## src/inc/cse_pkg.sv

```systemverilog
// Shared constants, register layouts and types of the comparator start
// and event control block.
// Assumes a 32-bit APB register bus and a single 20 MHz bus clock.
package cse_pkg;

    // ------------------------------------------------------------------
    // Sizes
    // ------------------------------------------------------------------
    localparam int CSE_NCMP = 4;
    localparam int CSE_NWIN = 2;
    localparam int CSE_AW = 12;

    // ------------------------------------------------------------------
    // Register indices; byte address is four times the index
    // ------------------------------------------------------------------
    localparam logic [9:0] CSE_IDX_START = 10'h001;
    localparam logic [9:0] CSE_IDX_EVRT = 10'h002;
    localparam logic [9:0] CSE_IDX_CMPCTL = 10'h003;
    localparam logic [9:0] CSE_IDX_FLAGS = 10'h004;
    localparam logic [9:0] CSE_IDX_MASK = 10'h005;
    localparam logic [9:0] CSE_IDX_STATE = 10'h006;

    // ------------------------------------------------------------------
    // Reset values and writable-bit masks
    // ------------------------------------------------------------------
    localparam logic [15:0] CSE_EVRT_RST = 16'h0000;
    localparam logic [15:0] CSE_EVRT_WMASK = 16'hff3f;
    localparam logic [15:0] CSE_CMPCTL_RST = 16'h0000;
    localparam logic [15:0] CSE_CMPCTL_WMASK = 16'h0f0f;
    localparam logic [5:0] CSE_FLAGS_RST = 6'h00;
    localparam logic [31:0] CSE_RD_ZERO = 32'h0000_0000;

    // ------------------------------------------------------------------
    // Timing
    // ------------------------------------------------------------------
    localparam int CSE_CLK_NS = 50;
    localparam int CSE_SETTLE_NS = 1000;
    localparam int CSE_SETTLE_CYC = (CSE_SETTLE_NS + CSE_CLK_NS - 1)
        / CSE_CLK_NS;

    // ------------------------------------------------------------------
    // Types
    // ------------------------------------------------------------------
    typedef struct packed {
        logic [3:0] invert;
        logic [3:0] start_en;
        logic [1:0] rsvd;
        logic [1:0] win_eo;
        logic [3:0] res_eo;
    } cse_evrt_t;

    typedef struct packed {
        logic [3:0] rsvd_hi;
        logic [3:0] single;
        logic [3:0] rsvd_lo;
        logic [3:0] enable;
    } cse_cmpctl_t;

    typedef struct packed {
        logic [1:0] win;
        logic [3:0] done;
    } cse_flags_t;

    typedef struct packed {
        logic [1:0] win_inside;
        logic [1:0] rsvd;
        logic [3:0] busy;
        logic [3:0] result;
    } cse_state_t;

    typedef enum logic {CSE_IDLE, CSE_SETTLE} cse_unit_st_t;

    function automatic logic [CSE_AW-1:0] cse_addr(input logic [9:0] idx);
        return {idx, 2'b00};
    endfunction

endpackage

```

## src/cse_start_event_ctrl.sv

```systemverilog
// Comparator start and event control: APB registers, software and
// event-system launches, output events and the interrupt.
// Assumes event inputs are synchronous to pclk and comparator levels are
// not.
//
// Summary of operation
// - Start bit one launches one single-shot comparison when single and enable.
// - Start writes of zero, or to absent or unarmed comparators, do nothing.
// - Start bits always read back as zero.
// - Invert bit per comparator makes the falling edge of its event launch instead of the rising one.
// - Event-start bit lets incoming events launch a comparison; clear ignores.
// - Any connected event source triggers; the source is not recorded.
`timescale 1ns/1ns
module cse_start_event_ctrl #(
    parameter int N_COMP = 4,
    parameter int N_EV_SRC = 2,
    parameter int SETTLE_CYCLES = cse_pkg::CSE_SETTLE_CYC
) (
    input wire logic pclk,
    input wire logic presetn,
    input wire logic psel,
    input wire logic penable,
    input wire logic pwrite,
    input wire logic [cse_pkg::CSE_AW-1:0] paddr,
    input wire logic [31:0] pwdata,
    input wire logic [3:0] pstrb,
    output logic [31:0] prdata,
    output logic pready,
    output logic pslverr,
    input wire logic [N_COMP-1:0] cmp_level_in,
    input wire logic [N_EV_SRC-1:0][3:0] ev_in,
    output logic [3:0] res_ev_o,
    output logic [1:0] win_ev_o,
    output logic irq
);
    import cse_pkg::*;

    // ------------------------------------------------------------------
    // Helpers
    // ------------------------------------------------------------------
    function automatic logic [15:0] merge16(
        input logic [15:0] old,
        input logic [15:0] wd,
        input logic [1:0] be,
        input logic [15:0] wmask
    );
        logic [15:0] r;
        r = old;
        if (be[0])
            r[7:0] = wd[7:0];
        if (be[1])
            r[15:8] = wd[15:8];
        return r & wmask;
    endfunction

    function automatic logic hit(
        input logic [CSE_AW-1:0] a,
        input logic [9:0] idx
    );
        return a == cse_addr(idx);
    endfunction

    // ------------------------------------------------------------------
    // Declarations
    // ------------------------------------------------------------------
    cse_evrt_t evrt_q;
    cse_cmpctl_t cmpctl_q;
    cse_flags_t flags_q;
    cse_flags_t mask_q;
    cse_flags_t flag_set;
    cse_state_t state_rd;
    logic [31:0] prdata_q;

    logic acc;
    logic wr_acc;
    logic mapped;
    logic wr_start;
    logic wr_evrt;
    logic wr_cmpctl;
    logic wr_flags;
    logic wr_mask;
    logic any_enabled;

    logic [3:0] impl;
    logic [3:0] armed;
    logic [3:0] sw_start;
    logic [3:0] ev_raw;
    logic [3:0] ev_raw_q;
    logic [3:0] ev_hit;
    logic [3:0] launch;
    logic [3:0] level_s;
    logic [3:0] u_busy;
    logic [3:0] u_done;
    logic [3:0] u_res;
    logic [1:0] win_done;
    logic [1:0] win_now;
    logic [1:0] win_inside_q;

    // ------------------------------------------------------------------
    // APB decode
    // ------------------------------------------------------------------
    // Zero-wait slave: read data is captured during the setup cycle
    assign pready = 1'b1;
    assign acc = psel & penable;
    assign wr_acc = acc & pwrite;
    assign mapped = hit(paddr, CSE_IDX_START) | hit(paddr, CSE_IDX_EVRT)
        | hit(paddr, CSE_IDX_CMPCTL) | hit(paddr, CSE_IDX_FLAGS)
        | hit(paddr, CSE_IDX_MASK) | hit(paddr, CSE_IDX_STATE);
    assign pslverr = acc & ~mapped;
    assign prdata = prdata_q;

    assign wr_start = wr_acc & hit(paddr, CSE_IDX_START);
    assign wr_evrt = wr_acc & hit(paddr, CSE_IDX_EVRT);
    assign wr_cmpctl = wr_acc & hit(paddr, CSE_IDX_CMPCTL);
    assign wr_flags = wr_acc & hit(paddr, CSE_IDX_FLAGS);
    assign wr_mask = wr_acc & hit(paddr, CSE_IDX_MASK);

    // ------------------------------------------------------------------
    // Read data
    // ------------------------------------------------------------------
    always_comb
    begin
        state_rd = '0;
        state_rd.result = u_res;
        state_rd.busy = u_busy;
        state_rd.win_inside = win_inside_q;
    end

    always_ff @(posedge pclk or negedge presetn)
    begin
        if (!presetn)
            prdata_q <= CSE_RD_ZERO;
        else if (psel && !penable && !pwrite)
        begin
            prdata_q <= CSE_RD_ZERO;
            if (hit(paddr, CSE_IDX_EVRT))
                prdata_q <= {16'h0000, evrt_q};
            else if (hit(paddr, CSE_IDX_CMPCTL))
                prdata_q <= {16'h0000, cmpctl_q};
            else if (hit(paddr, CSE_IDX_FLAGS))
                prdata_q <= {26'h0000000, flags_q};
            else if (hit(paddr, CSE_IDX_MASK))
                prdata_q <= {26'h0000000, mask_q};
            else if (hit(paddr, CSE_IDX_STATE))
                prdata_q <= {20'h00000, state_rd};
        end
    end

    // ------------------------------------------------------------------
    // Configuration registers
    // ------------------------------------------------------------------
    assign any_enabled = |cmpctl_q.enable;

    // Routing is frozen while any comparator is enabled, so a live event path
    // never changes meaning mid-comparison
    always_ff @(posedge pclk or negedge presetn)
    begin
        if (!presetn)
            evrt_q <= CSE_EVRT_RST;
        else if (wr_evrt && !any_enabled)
            evrt_q <= merge16(evrt_q, pwdata[15:0], pstrb[1:0],
                CSE_EVRT_WMASK);
    end

    always_ff @(posedge pclk or negedge presetn)
    begin
        if (!presetn)
            cmpctl_q <= CSE_CMPCTL_RST;
        else if (wr_cmpctl)
            cmpctl_q <= merge16(cmpctl_q, pwdata[15:0], pstrb[1:0],
                CSE_CMPCTL_WMASK);
    end

    always_ff @(posedge pclk or negedge presetn)
    begin
        if (!presetn)
            mask_q <= CSE_FLAGS_RST;
        else if (wr_mask && pstrb[0])
            mask_q <= pwdata[5:0];
    end

    // ------------------------------------------------------------------
    // Launch qualification
    // ------------------------------------------------------------------
    always_comb
    begin
        impl = '0;
        for (int i = 0; i < CSE_NCMP; i++)
            impl[i] = (i < N_COMP);
    end

    assign armed = impl & cmpctl_q.enable & cmpctl_q.single;
    // Only ones in the low lane count; zeros are no-ops
    assign sw_start = (wr_start && pstrb[0]) ? pwdata[3:0] : 4'h0;

    // Sources are merged before edge detection; no source id is kept
    always_comb
    begin
        ev_raw = '0;
        for (int s = 0; s < N_EV_SRC; s++)
            ev_raw = ev_raw | ev_in[s];
    end

    always_ff @(posedge pclk or negedge presetn)
    begin
        if (!presetn)
            ev_raw_q <= '0;
        else
            ev_raw_q <= ev_raw;
    end

    // Inversion picks the falling edge rather than flipping the level,
    // so toggling the invert bit alone never fakes an event
    always_comb
    begin
        ev_hit = '0;
        for (int i = 0; i < CSE_NCMP; i++)
        begin
            if (evrt_q.invert[i])
                ev_hit[i] = ~ev_raw[i] & ev_raw_q[i];
            else
                ev_hit[i] = ev_raw[i] & ~ev_raw_q[i];
        end
        ev_hit = ev_hit & evrt_q.start_en;
    end

    assign launch = armed & (sw_start | ev_hit);

    // ------------------------------------------------------------------
    // Comparator sequencers
    // ------------------------------------------------------------------
    cse_sync3 #(
        .W(N_COMP)
    ) u_sync (
        .pclk(pclk),
        .presetn(presetn),
        .din(cmp_level_in),
        .dout(level_s[N_COMP-1:0])
    );

    for (genvar g = 0; g < CSE_NCMP; g++)
    begin : g_cmp
        if (g < N_COMP)
        begin : g_on
            cse_cmp_unit #(
                .SETTLE_CYCLES(SETTLE_CYCLES)
            ) u_unit (
                .pclk(pclk),
                .presetn(presetn),
                .enable(cmpctl_q.enable[g]),
                .single(cmpctl_q.single[g]),
                .launch(launch[g]),
                .level(level_s[g]),
                .busy(u_busy[g]),
                .done(u_done[g]),
                .result(u_res[g])
            );
        end
        else
        begin : g_off
            assign level_s[g] = 1'b0;
            assign u_busy[g] = 1'b0;
            assign u_done[g] = 1'b0;
            assign u_res[g] = 1'b0;
        end
    end

    // ------------------------------------------------------------------
    // Window pairs
    // ------------------------------------------------------------------
    // Inside when below the upper threshold and above the lower one
    always_comb
    begin
        win_done = '0;
        win_now = '0;
        for (int p = 0; p < CSE_NWIN; p++)
        begin
            win_now[p] = ~u_res[2*p] & u_res[2*p+1];
            win_done[p] = (u_done[2*p] | u_done[2*p+1])
                & cmpctl_q.enable[2*p] & cmpctl_q.enable[2*p+1]
                & impl[2*p+1];
        end
    end

    always_ff @(posedge pclk or negedge presetn)
    begin
        if (!presetn)
            win_inside_q <= '0;
        else
            win_inside_q <= (win_done & win_now) | (~win_done & win_inside_q);
    end

    // ------------------------------------------------------------------
    // Output events
    // ------------------------------------------------------------------
    always_ff @(posedge pclk or negedge presetn)
    begin
        if (!presetn)
        begin
            res_ev_o <= '0;
            win_ev_o <= '0;
        end
        else
        begin
            res_ev_o <= u_done & evrt_q.res_eo;
            win_ev_o <= win_done & evrt_q.win_eo;
        end
    end

    // ------------------------------------------------------------------
    // Interrupt flags
    // ------------------------------------------------------------------
    assign flag_set = {win_done, u_done};

    // A completion in the clearing cycle survives the clear
    always_ff @(posedge pclk or negedge presetn)
    begin
        if (!presetn)
            flags_q <= CSE_FLAGS_RST;
        else if (wr_flags && pstrb[0])
            flags_q <= (flags_q & ~pwdata[5:0]) | flag_set;
        else
            flags_q <= flags_q | flag_set;
    end

    assign irq = |(flags_q & mask_q);
endmodule

```

## src/cse_sync3.sv

```systemverilog
// Three-stage synchroniser for levels arriving from outside pclk.
// Assumes nothing of the source; output moves once stages two and three
// agree.
`timescale 1ns/1ns
module cse_sync3 #(
    parameter int W = 4
) (
    input wire logic pclk,
    input wire logic presetn,
    input wire logic [W-1:0] din,
    output logic [W-1:0] dout
);
    import cse_pkg::*;

    logic [W-1:0] s1_q;
    logic [W-1:0] s2_q;
    logic [W-1:0] s3_q;
    logic [W-1:0] agree;

    assign agree = ~(s2_q ^ s3_q);

    always_ff @(posedge pclk or negedge presetn)
    begin
        if (!presetn)
        begin
            s1_q <= '0;
            s2_q <= '0;
            s3_q <= '0;
            dout <= '0;
        end
        else
        begin
            s1_q <= din;
            s2_q <= s1_q;
            s3_q <= s2_q;
            // Hold old value on bits still disagreeing
            dout <= (agree & s3_q) | (~agree & dout);
        end
    end
endmodule

```

## src/cse_cmp_unit.sv

```systemverilog
// One comparator sequencer: waits the settle time, then samples the
// synchronised comparator level and pulses done.
// Assumes launch is a one-cycle pulse already qualified by the caller.
`timescale 1ns/1ns
module cse_cmp_unit #(
    parameter int SETTLE_CYCLES = cse_pkg::CSE_SETTLE_CYC
) (
    input wire logic pclk,
    input wire logic presetn,
    input wire logic enable,
    input wire logic single,
    input wire logic launch,
    input wire logic level,
    output logic busy,
    output logic done,
    output logic result
);
    import cse_pkg::*;

    localparam int CW = $clog2(SETTLE_CYCLES + 1);
    localparam logic [CW-1:0] LAST = CW'(SETTLE_CYCLES - 1);

    cse_unit_st_t st_q;
    logic [CW-1:0] cnt_q;
    logic go;

    // Continuous mode restarts on its own; single-shot needs a launch
    assign go = enable & (single ? launch : 1'b1);
    assign busy = (st_q == CSE_SETTLE);

    always_ff @(posedge pclk or negedge presetn)
    begin
        if (!presetn)
        begin
            st_q <= CSE_IDLE;
            cnt_q <= '0;
        end
        else
        begin
            unique case (st_q)
                CSE_IDLE:
                begin
                    cnt_q <= '0;
                    if (go)
                        st_q <= CSE_SETTLE;
                end
                CSE_SETTLE:
                begin
                    if (!enable || cnt_q == LAST)
                        st_q <= CSE_IDLE;
                    cnt_q <= cnt_q + CW'(1);
                end
            endcase
        end
    end

    always_ff @(posedge pclk or negedge presetn)
    begin
        if (!presetn)
        begin
            done <= 1'b0;
            result <= 1'b0;
        end
        else
        begin
            done <= (st_q == CSE_SETTLE) && enable && (cnt_q == LAST);
            if ((st_q == CSE_SETTLE) && enable && (cnt_q == LAST))
                result <= level;
        end
    end
endmodule

```

## config.mk

```make
export PLATFORM = sky130hd
export DESIGN_NAME = cse_start_event_ctrl
export DESIGN_NICKNAME = d
export VERILOG_FILES = /design/src/inc/cse_pkg.sv /design/src/cse_start_event_ctrl.sv /design/src/cse_sync3.sv /design/src/cse_cmp_unit.sv
export SDC_FILE = /design/constraint.sdc
export NUM_CORES = 1
export LEC_CHECK = 0
export ABC_AREA = 1
export BUFFER_PORTS_ARGS = -buffer_cell sky130_fd_sc_hd__buf_2
export CAP_MARGIN = 15
export CORE_UTILIZATION = 25
export CTS_BUF_LIST = sky130_fd_sc_hd__clkbuf_16
export CTS_CLUSTER_SIZE = 12
export DETAILED_ROUTE_END_ITERATION = 12
export SYNTH_ARGS = -nofsm -noshare
export SYNTH_HDL_FRONTEND = slang
export SYNTH_SLANG_ARGS = --single-unit
```

## constraint.sdc

```tcl
create_clock -name pclk -period 1.35 [get_ports pclk]
set_input_delay 0.3375 -clock pclk [delete_from_list [all_inputs] [get_ports pclk]]
set_output_delay 0.3375 -clock pclk [all_outputs]
set_load 0.01 [all_outputs]
```

==> results.txt, run 1 <==
----------------------------------------------------
[Run status]
  Outcome ... finished, violations left
  Violated checks ... negative setup slack

[Place]
  Inst Count DP ... 912
  Global placer's final weighted congestion ... 0.846
  Post-detailed-placement half-perimeter wirelength ... 9170 µm
  Quantity of I/O buffers inserted on ports ... slightly below 70

[Timing]
  Final count of hold timing violations ... 0
  Worst Skew ... ~0.0084 ns
  Count of final max-slew check failures ... 0
  Post-route setup slack ... -0.404 ns
  Final-report setup violation count ... 14
  Final critical path time including I/O delays and setup ... 1.75 ns
  Setup repair after global routing missed its margin ... true
  Final worst-path cycle share ... 1.30
  Setup_tns ... -1.09 ns
  Highest clock frequency the design can meet ... around 0.57 GHz

[Clock tree]
  CTS sink cnt ... 110
  Clock buffer depth ... 2
  Clock tree from TritonCTS ... built
  Clock-pin slew on the worst setup and hold paths ... approximately 0.07 ns
  CTS Root Cell ... sky130_fd_sc_hd__clkbuf_16
  Worst-skew pair later-pin latency ... between 0.3 and 0.4 ns
  Max H-tree Level ... 3
  Number of buffers inserted during clock tree synthesis ... 9

[Global route]
  Number of global-route vias before repair ... between 3000 and 4000
  Wire length of the first global-routing pass ... 20000 µm
  GRT Util Overall ... 0.131
  Number of antenna violations at the first check in global routing ... 3
  Largest net degree at the start of global routing ... between 50 and 60
  Overall overflow remaining after global route ... 0

[Synth]
  Post-synthesis sequential area ratio ... 0.563
  Cell count after synthesis ... about 540
  Post-synthesis sequential element count ... between 100 and 150
  Netlist area before placement ... 4890 µm²
  Ys Warns ... 0
  Mapped Avg Cell Area ... between 9 and 10 µm²
  Number of distinct standard cells referenced by the synthesized netlist ... approximately 40

[Worst setup path]
  Family of cells with the greatest summed delay on the critical path ... compound AO/OA/AOI/OAI gates
  Required time reported for the critical path endpoint ... between 1 and 1.5 ns
  Worst-path maximum fanout ... 2
  Max stage delay on crit path ... 0.38 ns
  Worst path arrival time ... around 1.4 ns
  Cell-by-cell trace of the critical path ... a22o_1, a221oi_2, nand3_1, buf_2
  Kind of end point of the critical path ... primary output
  CP Buf/Inv Count ... 1
  Crit start category ... flop
  Kind of critical path ... flop to primary output
  Cell with the biggest individual delay on the critical path ... sky130_fd_sc_hd__dfrtp_1

[Flow run]
  Total of max-cap violations ... 0

[Floorplanning]
  I/O pin count ... about 110
  Area of the die ... between 20000 and 25000 µm²
  Core region area ... between 15000 and 20000 µm²
  Die height ... 142 µm
  Starting Density ... 0.258
  Standard-cell rows ... 50
  Horizontal die dimension ... 142 µm

[Finish]
  Count of non-filler cells in the finished layout ... 945
  Ratio of cells with drive above 1 in the final layout ... 0.341
  Utilization after layout ... 0.352
  Post-synthesis to final-layout area growth ... 36.6%
  Total number of nets in the final design ... about 750

[Min path]
  Class of the worst hold path ... primary input to flop

[Power and ir drop]
  Sequential share of power ... 0.508
  P per Cell Area ... approximately 990 nW/µm²
  Switching power total ... between 1.5 and 2 mW
  Leakage power ... approximately 3.4 nW
  Switching portion of total power ... 0.227
  Logic gate share of total power ... 0.055
  Internal Pwr Total ... 5.11 mW
  Worst VDD drop ... 0.640 mV
  Clk network pwr share ... 0.437

[Route]
  Via count ... a little under 4000
  Remaining antenna violation count after routing ... 0
  Final Routed Wirelength ... 12300 µm
  Post-route met1 wirelength ... between 5000 and 6000 µm
  Drt first pass iters ... 4
  Top routing layer in use ... met5
  Number of vias per cell after detailed routing ... a little over 4
  Iter 0 DRT Violations ... 218
  Met3 wire length ... around 690 µm
  DR DRC count ... 0
  Wire length per cell ... 13.0 µm
  Detail Route met2 WL ... approximately 5900 µm

----------------------------------------------------
## cell families (layout without fill, tap and decap cells)
logic type	count (synthesis)	count (layout)	synth area share
other	2	19	0.00154
buffers and inverters	96	228	0.0898
XOR/XNOR	11	11	0.0197
flip-flops	110	110	0.563
multiplexers	2	2	0.00460
adder cells (fa/ha/maj)	8	8	0.0184
AO/OA/AOI/OAI	73	73	0.0860
AND/OR/NAND/NOR	234	234	0.217
## registers in the layout, indices dropped and copies added (netlist names), named ones only
name                      count
evrt_q                       14
g_cmp.g_on.u_unit.done        4
g_cmp.g_on.u_unit.busy        4
mask_q                        6
g_cmp.g_on.u_unit.cnt_q      20
g_cmp.g_on.u_unit.result      4
u_sync.s2_q                   4
ev_raw_q                      4
u_sync.s3_q                   4
res_ev_o                      4
win_ev_o                      2
prdata                       16
flags_q                       6
u_sync.s1_q                   4
cmpctl_q                      8
## cells in the mapped netlist, drive strengths merged
master	number	area share
a211oi	2	0.0031
a21oi	9	0.0092
a221oi	1	0.0018
a22o	1	0.0018
a31oi	2	0.0026
buf	20	0.030
clkbuf	3	0.0023
conb	2	0.0015
dfrtp	110	0.56
ha	4	0.010
inv	73	0.057
maj3	4	0.0082
mux2	2	0.0046
nand2	126	0.10
nand3	37	0.043
nand3b	1	0.0041
nand4	4	0.0051
nor2	55	0.049
nor3	10	0.014
o211ai	2	0.0031
o21a	1	0.0015
o21ai	47	0.051
o22ai	2	0.0026
o31ai	6	0.0092
or2	1	0.0013
xnor2	4	0.0072
xor2	7	0.013
## metrics by stage
stage	total power [mW]	cell area [µm²]	hold WS (ns)	worst slack, ns
final	6.61	6680	0.0858	-0.404
after detailed placement	3.76	5950	0.216	-0.444
after global placement	3.76	5950	0.216	-0.398
after floorplan	3.57	4950	0.0419	0.0102
after global routing	6.90	6670	0.0626	-0.513
after CTS	6.69	6370	0.0679	-0.473
## worst paths after layout
kind,to,from,depth (start not counted),slack [ns]
max in group asynchronous,g_cmp[0].g_on.u_unit.cnt_q[2],presetn,3,0.40
setup reg to reg,evrt_q[3],cmpctl_q[3],7,-0.07
setup / recovery,irq,flags_q[1],4,-0.40
min in group asynchronous,u_sync.s1_q[0],presetn,2,0.38
hold reg to reg,u_sync.s2_q[1],u_sync.s1_q[1],0,0.35
hold / removal,u_sync.s1_q[2],cmp_level_in[2],1,0.09
## cell usage in the layout (no fill, tap or decap), types with 7 or more instances in the layout
cell / count
sky130_fd_sc_hd__dfrtp_1: 110
sky130_fd_sc_hd__nand2_1: 106
sky130_fd_sc_hd__buf_2: 64
sky130_fd_sc_hd__inv_1: 62
sky130_fd_sc_hd__buf_4: 62
sky130_fd_sc_hd__nor2_1: 41
sky130_fd_sc_hd__o21ai_0: 32
sky130_fd_sc_hd__nand3_1: 28
sky130_fd_sc_hd__conb_1: 17
sky130_fd_sc_hd__nand2_2: 14
sky130_fd_sc_hd__o21ai_1: 10
sky130_fd_sc_hd__clkbuf_16: 10
sky130_fd_sc_hd__inv_2: 9
sky130_fd_sc_hd__nor2_4: 7
sky130_fd_sc_hd__nor2_2: 7
sky130_fd_sc_hd__xor2_1: 7
## what timing repair did
| action | in CTS | in global routing |
|---|---|---|
| gates cloned | 0 | 1 |
| hold buffers | 1 | 0 |
| setup buffers | 3 | 11 |
| endpoints found under the setup margin | 12 | 48 |
| pin swaps | 10 | 18 |
| gates resized for setup | 26 | 52 |
| hold endpoints to repair | 12 | 0 |
## layout make-up
class / instances / area (µm²)
multi-input cells: 345 / 2000
inverters: 73 / 284
flip-flops and latches: 110 / 2750
diodes: 2 / 5.00
well taps: 260 / 325
clock buffers: 9 / 225
repair buffers: 139 / 988
fillers: 1938 / 12300
clock inverters: 7 / 97.6
## power by group through the flow
stage                     Sequential, mW  Combinational, mW  Clock, mW
after floorplan                     3.42              0.154          0
after global placement              3.42              0.335          0
after detailed placement            3.42              0.339          0
after CTS                           3.36              0.356       2.98
after global routing                3.36              0.412       3.12
final                               3.36              0.362       2.89
## layer usage
metal,track usage,up-vias
met5,0,-
met4,0.0492,2
met3,0.0432,18
met2,0.211,87
met1,0.164,1857
li1,-,1959
## worst register-to-register path: stages, from the launching register on
cell and delay, ns:
sky130_fd_sc_hd__dfrtp_1 0.40, sky130_fd_sc_hd__inv_2 0.08, sky130_fd_sc_hd__nand4_1 0.16, sky130_fd_sc_hd__buf_4 0.18, sky130_fd_sc_hd__nor3_4 0.22, sky130_fd_sc_hd__nand2_4 0.13
sky130_fd_sc_hd__nand2_1 0.08, sky130_fd_sc_hd__o21ai_1 0.06
(Power assumes the default switching activity.)
==> inputs of run 2 (changes only) <==
SETUP_SLACK_MARGIN = 0.5   (was not set)
==> run 2 against run 1 <==
The run ends with negative hold slack, negative setup slack left; die area stayed put; first-iteration DRC count is 6.4% lower; sequential power hardly changed; non-clock buffer count is 47 higher; register-to-register slack better by 0.02 ns; critical path type unchanged; fmax is 0.49% lower; largest cell class unchanged; count of clock-buffer cells in the layout stayed put; setup slack worse by 0.0086 ns; sequential share of layout area is 6.5 points lower; worst hold slack worse by 0.19 ns.
==> results.txt, run 2 (synthesis gave the netlist of run 1 again) <==
----------------------------------------------------
[Power and ir drop]
  Final Power ... ~6.8 mW
  Worst VDD drop ... 0.719 mV
  P per Cell Area ... around 850 nW/µm²
  Leakage power ... 4.03 nW

[Timing]
  Final count of hold timing violations ... 19
  Worst Skew ... 0.00719 ns
  Post-route setup slack ... -0.412 ns
  Highest clock frequency the design can meet ... approximately 0.57 GHz
  Setup repair after global routing missed its margin ... true
  Setup_tns ... -1.13 ns
  Hold Slack ... -0.104 ns
  Count of final max-slew check failures ... 0
  Final-report setup violation count ... 21
  Final critical path time including I/O delays and setup ... approximately 1.8 ns
  Final worst-path cycle share ... 1.31

[Worst setup path]
  Kind of critical path ... flop to primary output
  Start point of the critical path ... mask_q[1]
  Worst-path maximum fanout ... 2
  Reg2reg path depth ... 7
  Worst path arrival time ... ~1.4 ns
  Destination of the critical timing path ... irq
  Reg-to-Reg End ... evrt_q[2]
  Worst reg2reg setup slack ... -0.05 ns
  Kind of end point of the critical path ... primary output
  Crit start category ... flop
  Worst R2R Start ... cmpctl_q[3]
  Required time reported for the critical path endpoint ... 1.01 ns

[Global route]
  Number of antenna violations at the first check in global routing ... 3
  Most heavily used metal layer in global routing ... met2
  Number of global-route vias before repair ... 4339
  Overall overflow remaining after global route ... 0
  Met3 usage ... 0.0354
  Largest net degree at the start of global routing ... 33
  Met2 routing resource usage after global routing ... 0.241
  GRT Util Overall ... 0.143
  Wire length of the first global-routing pass ... between 20000 and 25000 µm
  GRT met1 Usage ... 0.175

[Run status]
  Violated checks ... negative hold slack, negative setup slack
  Outcome ... finished, violations left

[Place]
  Global placer's final weighted congestion ... between 0.8 and 0.9
  Quantity of I/O buffers inserted on ports ... just under 70
  Post-Place Cell Area ... approximately 6100 µm²
  Worst slack after detailed placement ... -0.353 ns
  Post-detailed-placement half-perimeter wirelength ... 9440 µm

[Min path]
  Class of the worst hold path ... primary input to asynchronous set/reset pin

[Floorplanning]
  Die height ... roughly 140 µm
  Area of the die ... a little over 20000 µm²
  Starting Density ... 0.258
  Core region area ... about 19000 µm²
  Standard-cell rows ... 50
  Horizontal die dimension ... ~140 µm
  I/O pin count ... ~110

[Clock tree]
  Clock-pin slew on the worst setup and hold paths ... approximately 0.070 ns
  CTS sink cnt ... 110
  CTS Root Cell ... sky130_fd_sc_hd__clkbuf_16
  Clock buffer depth ... 2
  Clock tree from TritonCTS ... built
  Number of buffers inserted during clock tree synthesis ... 9
  Max H-tree Level ... 3
  Worst-skew pair later-pin latency ... between 0.3 and 0.4 ns

[Finish]
  Number of flip-flops in the largest register ... 20
  Post-synthesis to final-layout area growth ... 62.4%
  Total number of nets in the final design ... 794
  Register bank with the most flops ... g_cmp.g_on.u_unit.cnt_q
  Final standard cell area without fillers ... approximately 8000 µm²
  Ratio of cells with drive above 1 in the final layout ... 0.539
  Leading cell type in the layout, fill and taps excluded ... sky130_fd_sc_hd__dfrtp_1
  Leading cell types in the layout, fill and taps excluded ... sky130_fd_sc_hd__dfrtp_1 (109), sky130_fd_sc_hd__nand2_1 (73), sky130_fd_sc_hd__buf_4 (67)

[Route]
  Wire length per cell ... roughly 14 µm
  Remaining antenna violation count after routing ... 0
  DR DRC count ... 0
  Drt first pass iters ... 5
  Final Routed Wirelength ... between 10000 and 15000 µm
  Via count ... 4265
  Number of vias per cell after detailed routing ... between 4 and 5
  Iter 0 DRT Violations ... between 200 and 250

[Flow run]
  Total of max-cap violations ... 0

----------------------------------------------------
## run 2: changes by cell type in the layout (fill, tap and decap cells not counted), moves of 9 or more
cell	before	now
sky130_fd_sc_hd__inv_1	62	46
sky130_fd_sc_hd__o21ai_0	32	9
sky130_fd_sc_hd__o21ai_2	5	26
sky130_fd_sc_hd__nand2_2	14	27
sky130_fd_sc_hd__nand3_1	28	12
sky130_fd_sc_hd__nand3_4	4	13
sky130_fd_sc_hd__buf_6	6	49
sky130_fd_sc_hd__nand2_1	106	73
sky130_fd_sc_hd__nor2_1	41	30
sky130_fd_sc_hd__nand2_4	6	23
## run 2: worst min-delay path by stage
stage,startpoint,end,slack [ns]
final,presetn,win_ev_o[1],-0.10
after global routing,presetn,win_ev_o[1],-0.09
after CTS,presetn,win_ev_o[1],-0.1
after detailed placement,presetn,win_ev_o[1],0.29
after global placement,presetn,evrt_q[4],0.30
after floorplan,presetn,asynchronous set/reset pin,0.04
## run 2: metal layers
layer  part of all wire  vias to the layer above  routed length (µm)
met2               0.50                      121                6840
met4              0.025                        2                 340
met5            0.00094                        -                  13
li1                   -                     2065                   -
met3              0.053                       29                 733
met1               0.42                     2048                5850
## run 2: through the flow
stage	util	std cells
global placement	0.323	917
detailed placement	0.323	917
floorplan	-	551
finish	0.419	991
CTS	0.391	970
global route	0.419	989
## run 2: what timing repair did
item                       CTS  global route
resized for setup          176           109
pin swaps                   55            55
cloned                       2             0
hold endpoints to repair    19            19
buffers inserted            36            19
setup endpoints to repair  108           109
## run 2: area by class of cell
cell class	instances	area [µm²]
sequential	110	2750
clock buffer	9	225
inverter	73	319
fill	1794	11000
antenna	2	5.00
multi-input combinational	345	2660
timing repair buffer	186	1560
clock inverter	6	101
tap	260	325
## run 2: critical path, stage by stage (launching register included)
cell and delay [ns]:
sky130_fd_sc_hd__dfrtp_1 0.38, sky130_fd_sc_hd__a22o_1 0.24, sky130_fd_sc_hd__a221oi_2 0.17, sky130_fd_sc_hd__nand3_1 0.12
sky130_fd_sc_hd__buf_2 0.15
## run 2: report_power, final
part | internal [mW] | switching [mW] | leakage (nW)
clock | 1.78 | 1.17 | 0.158
combinational | 0.188 | 0.271 | 2.48
sequential | 3.34 | 0.0234 | 1.40
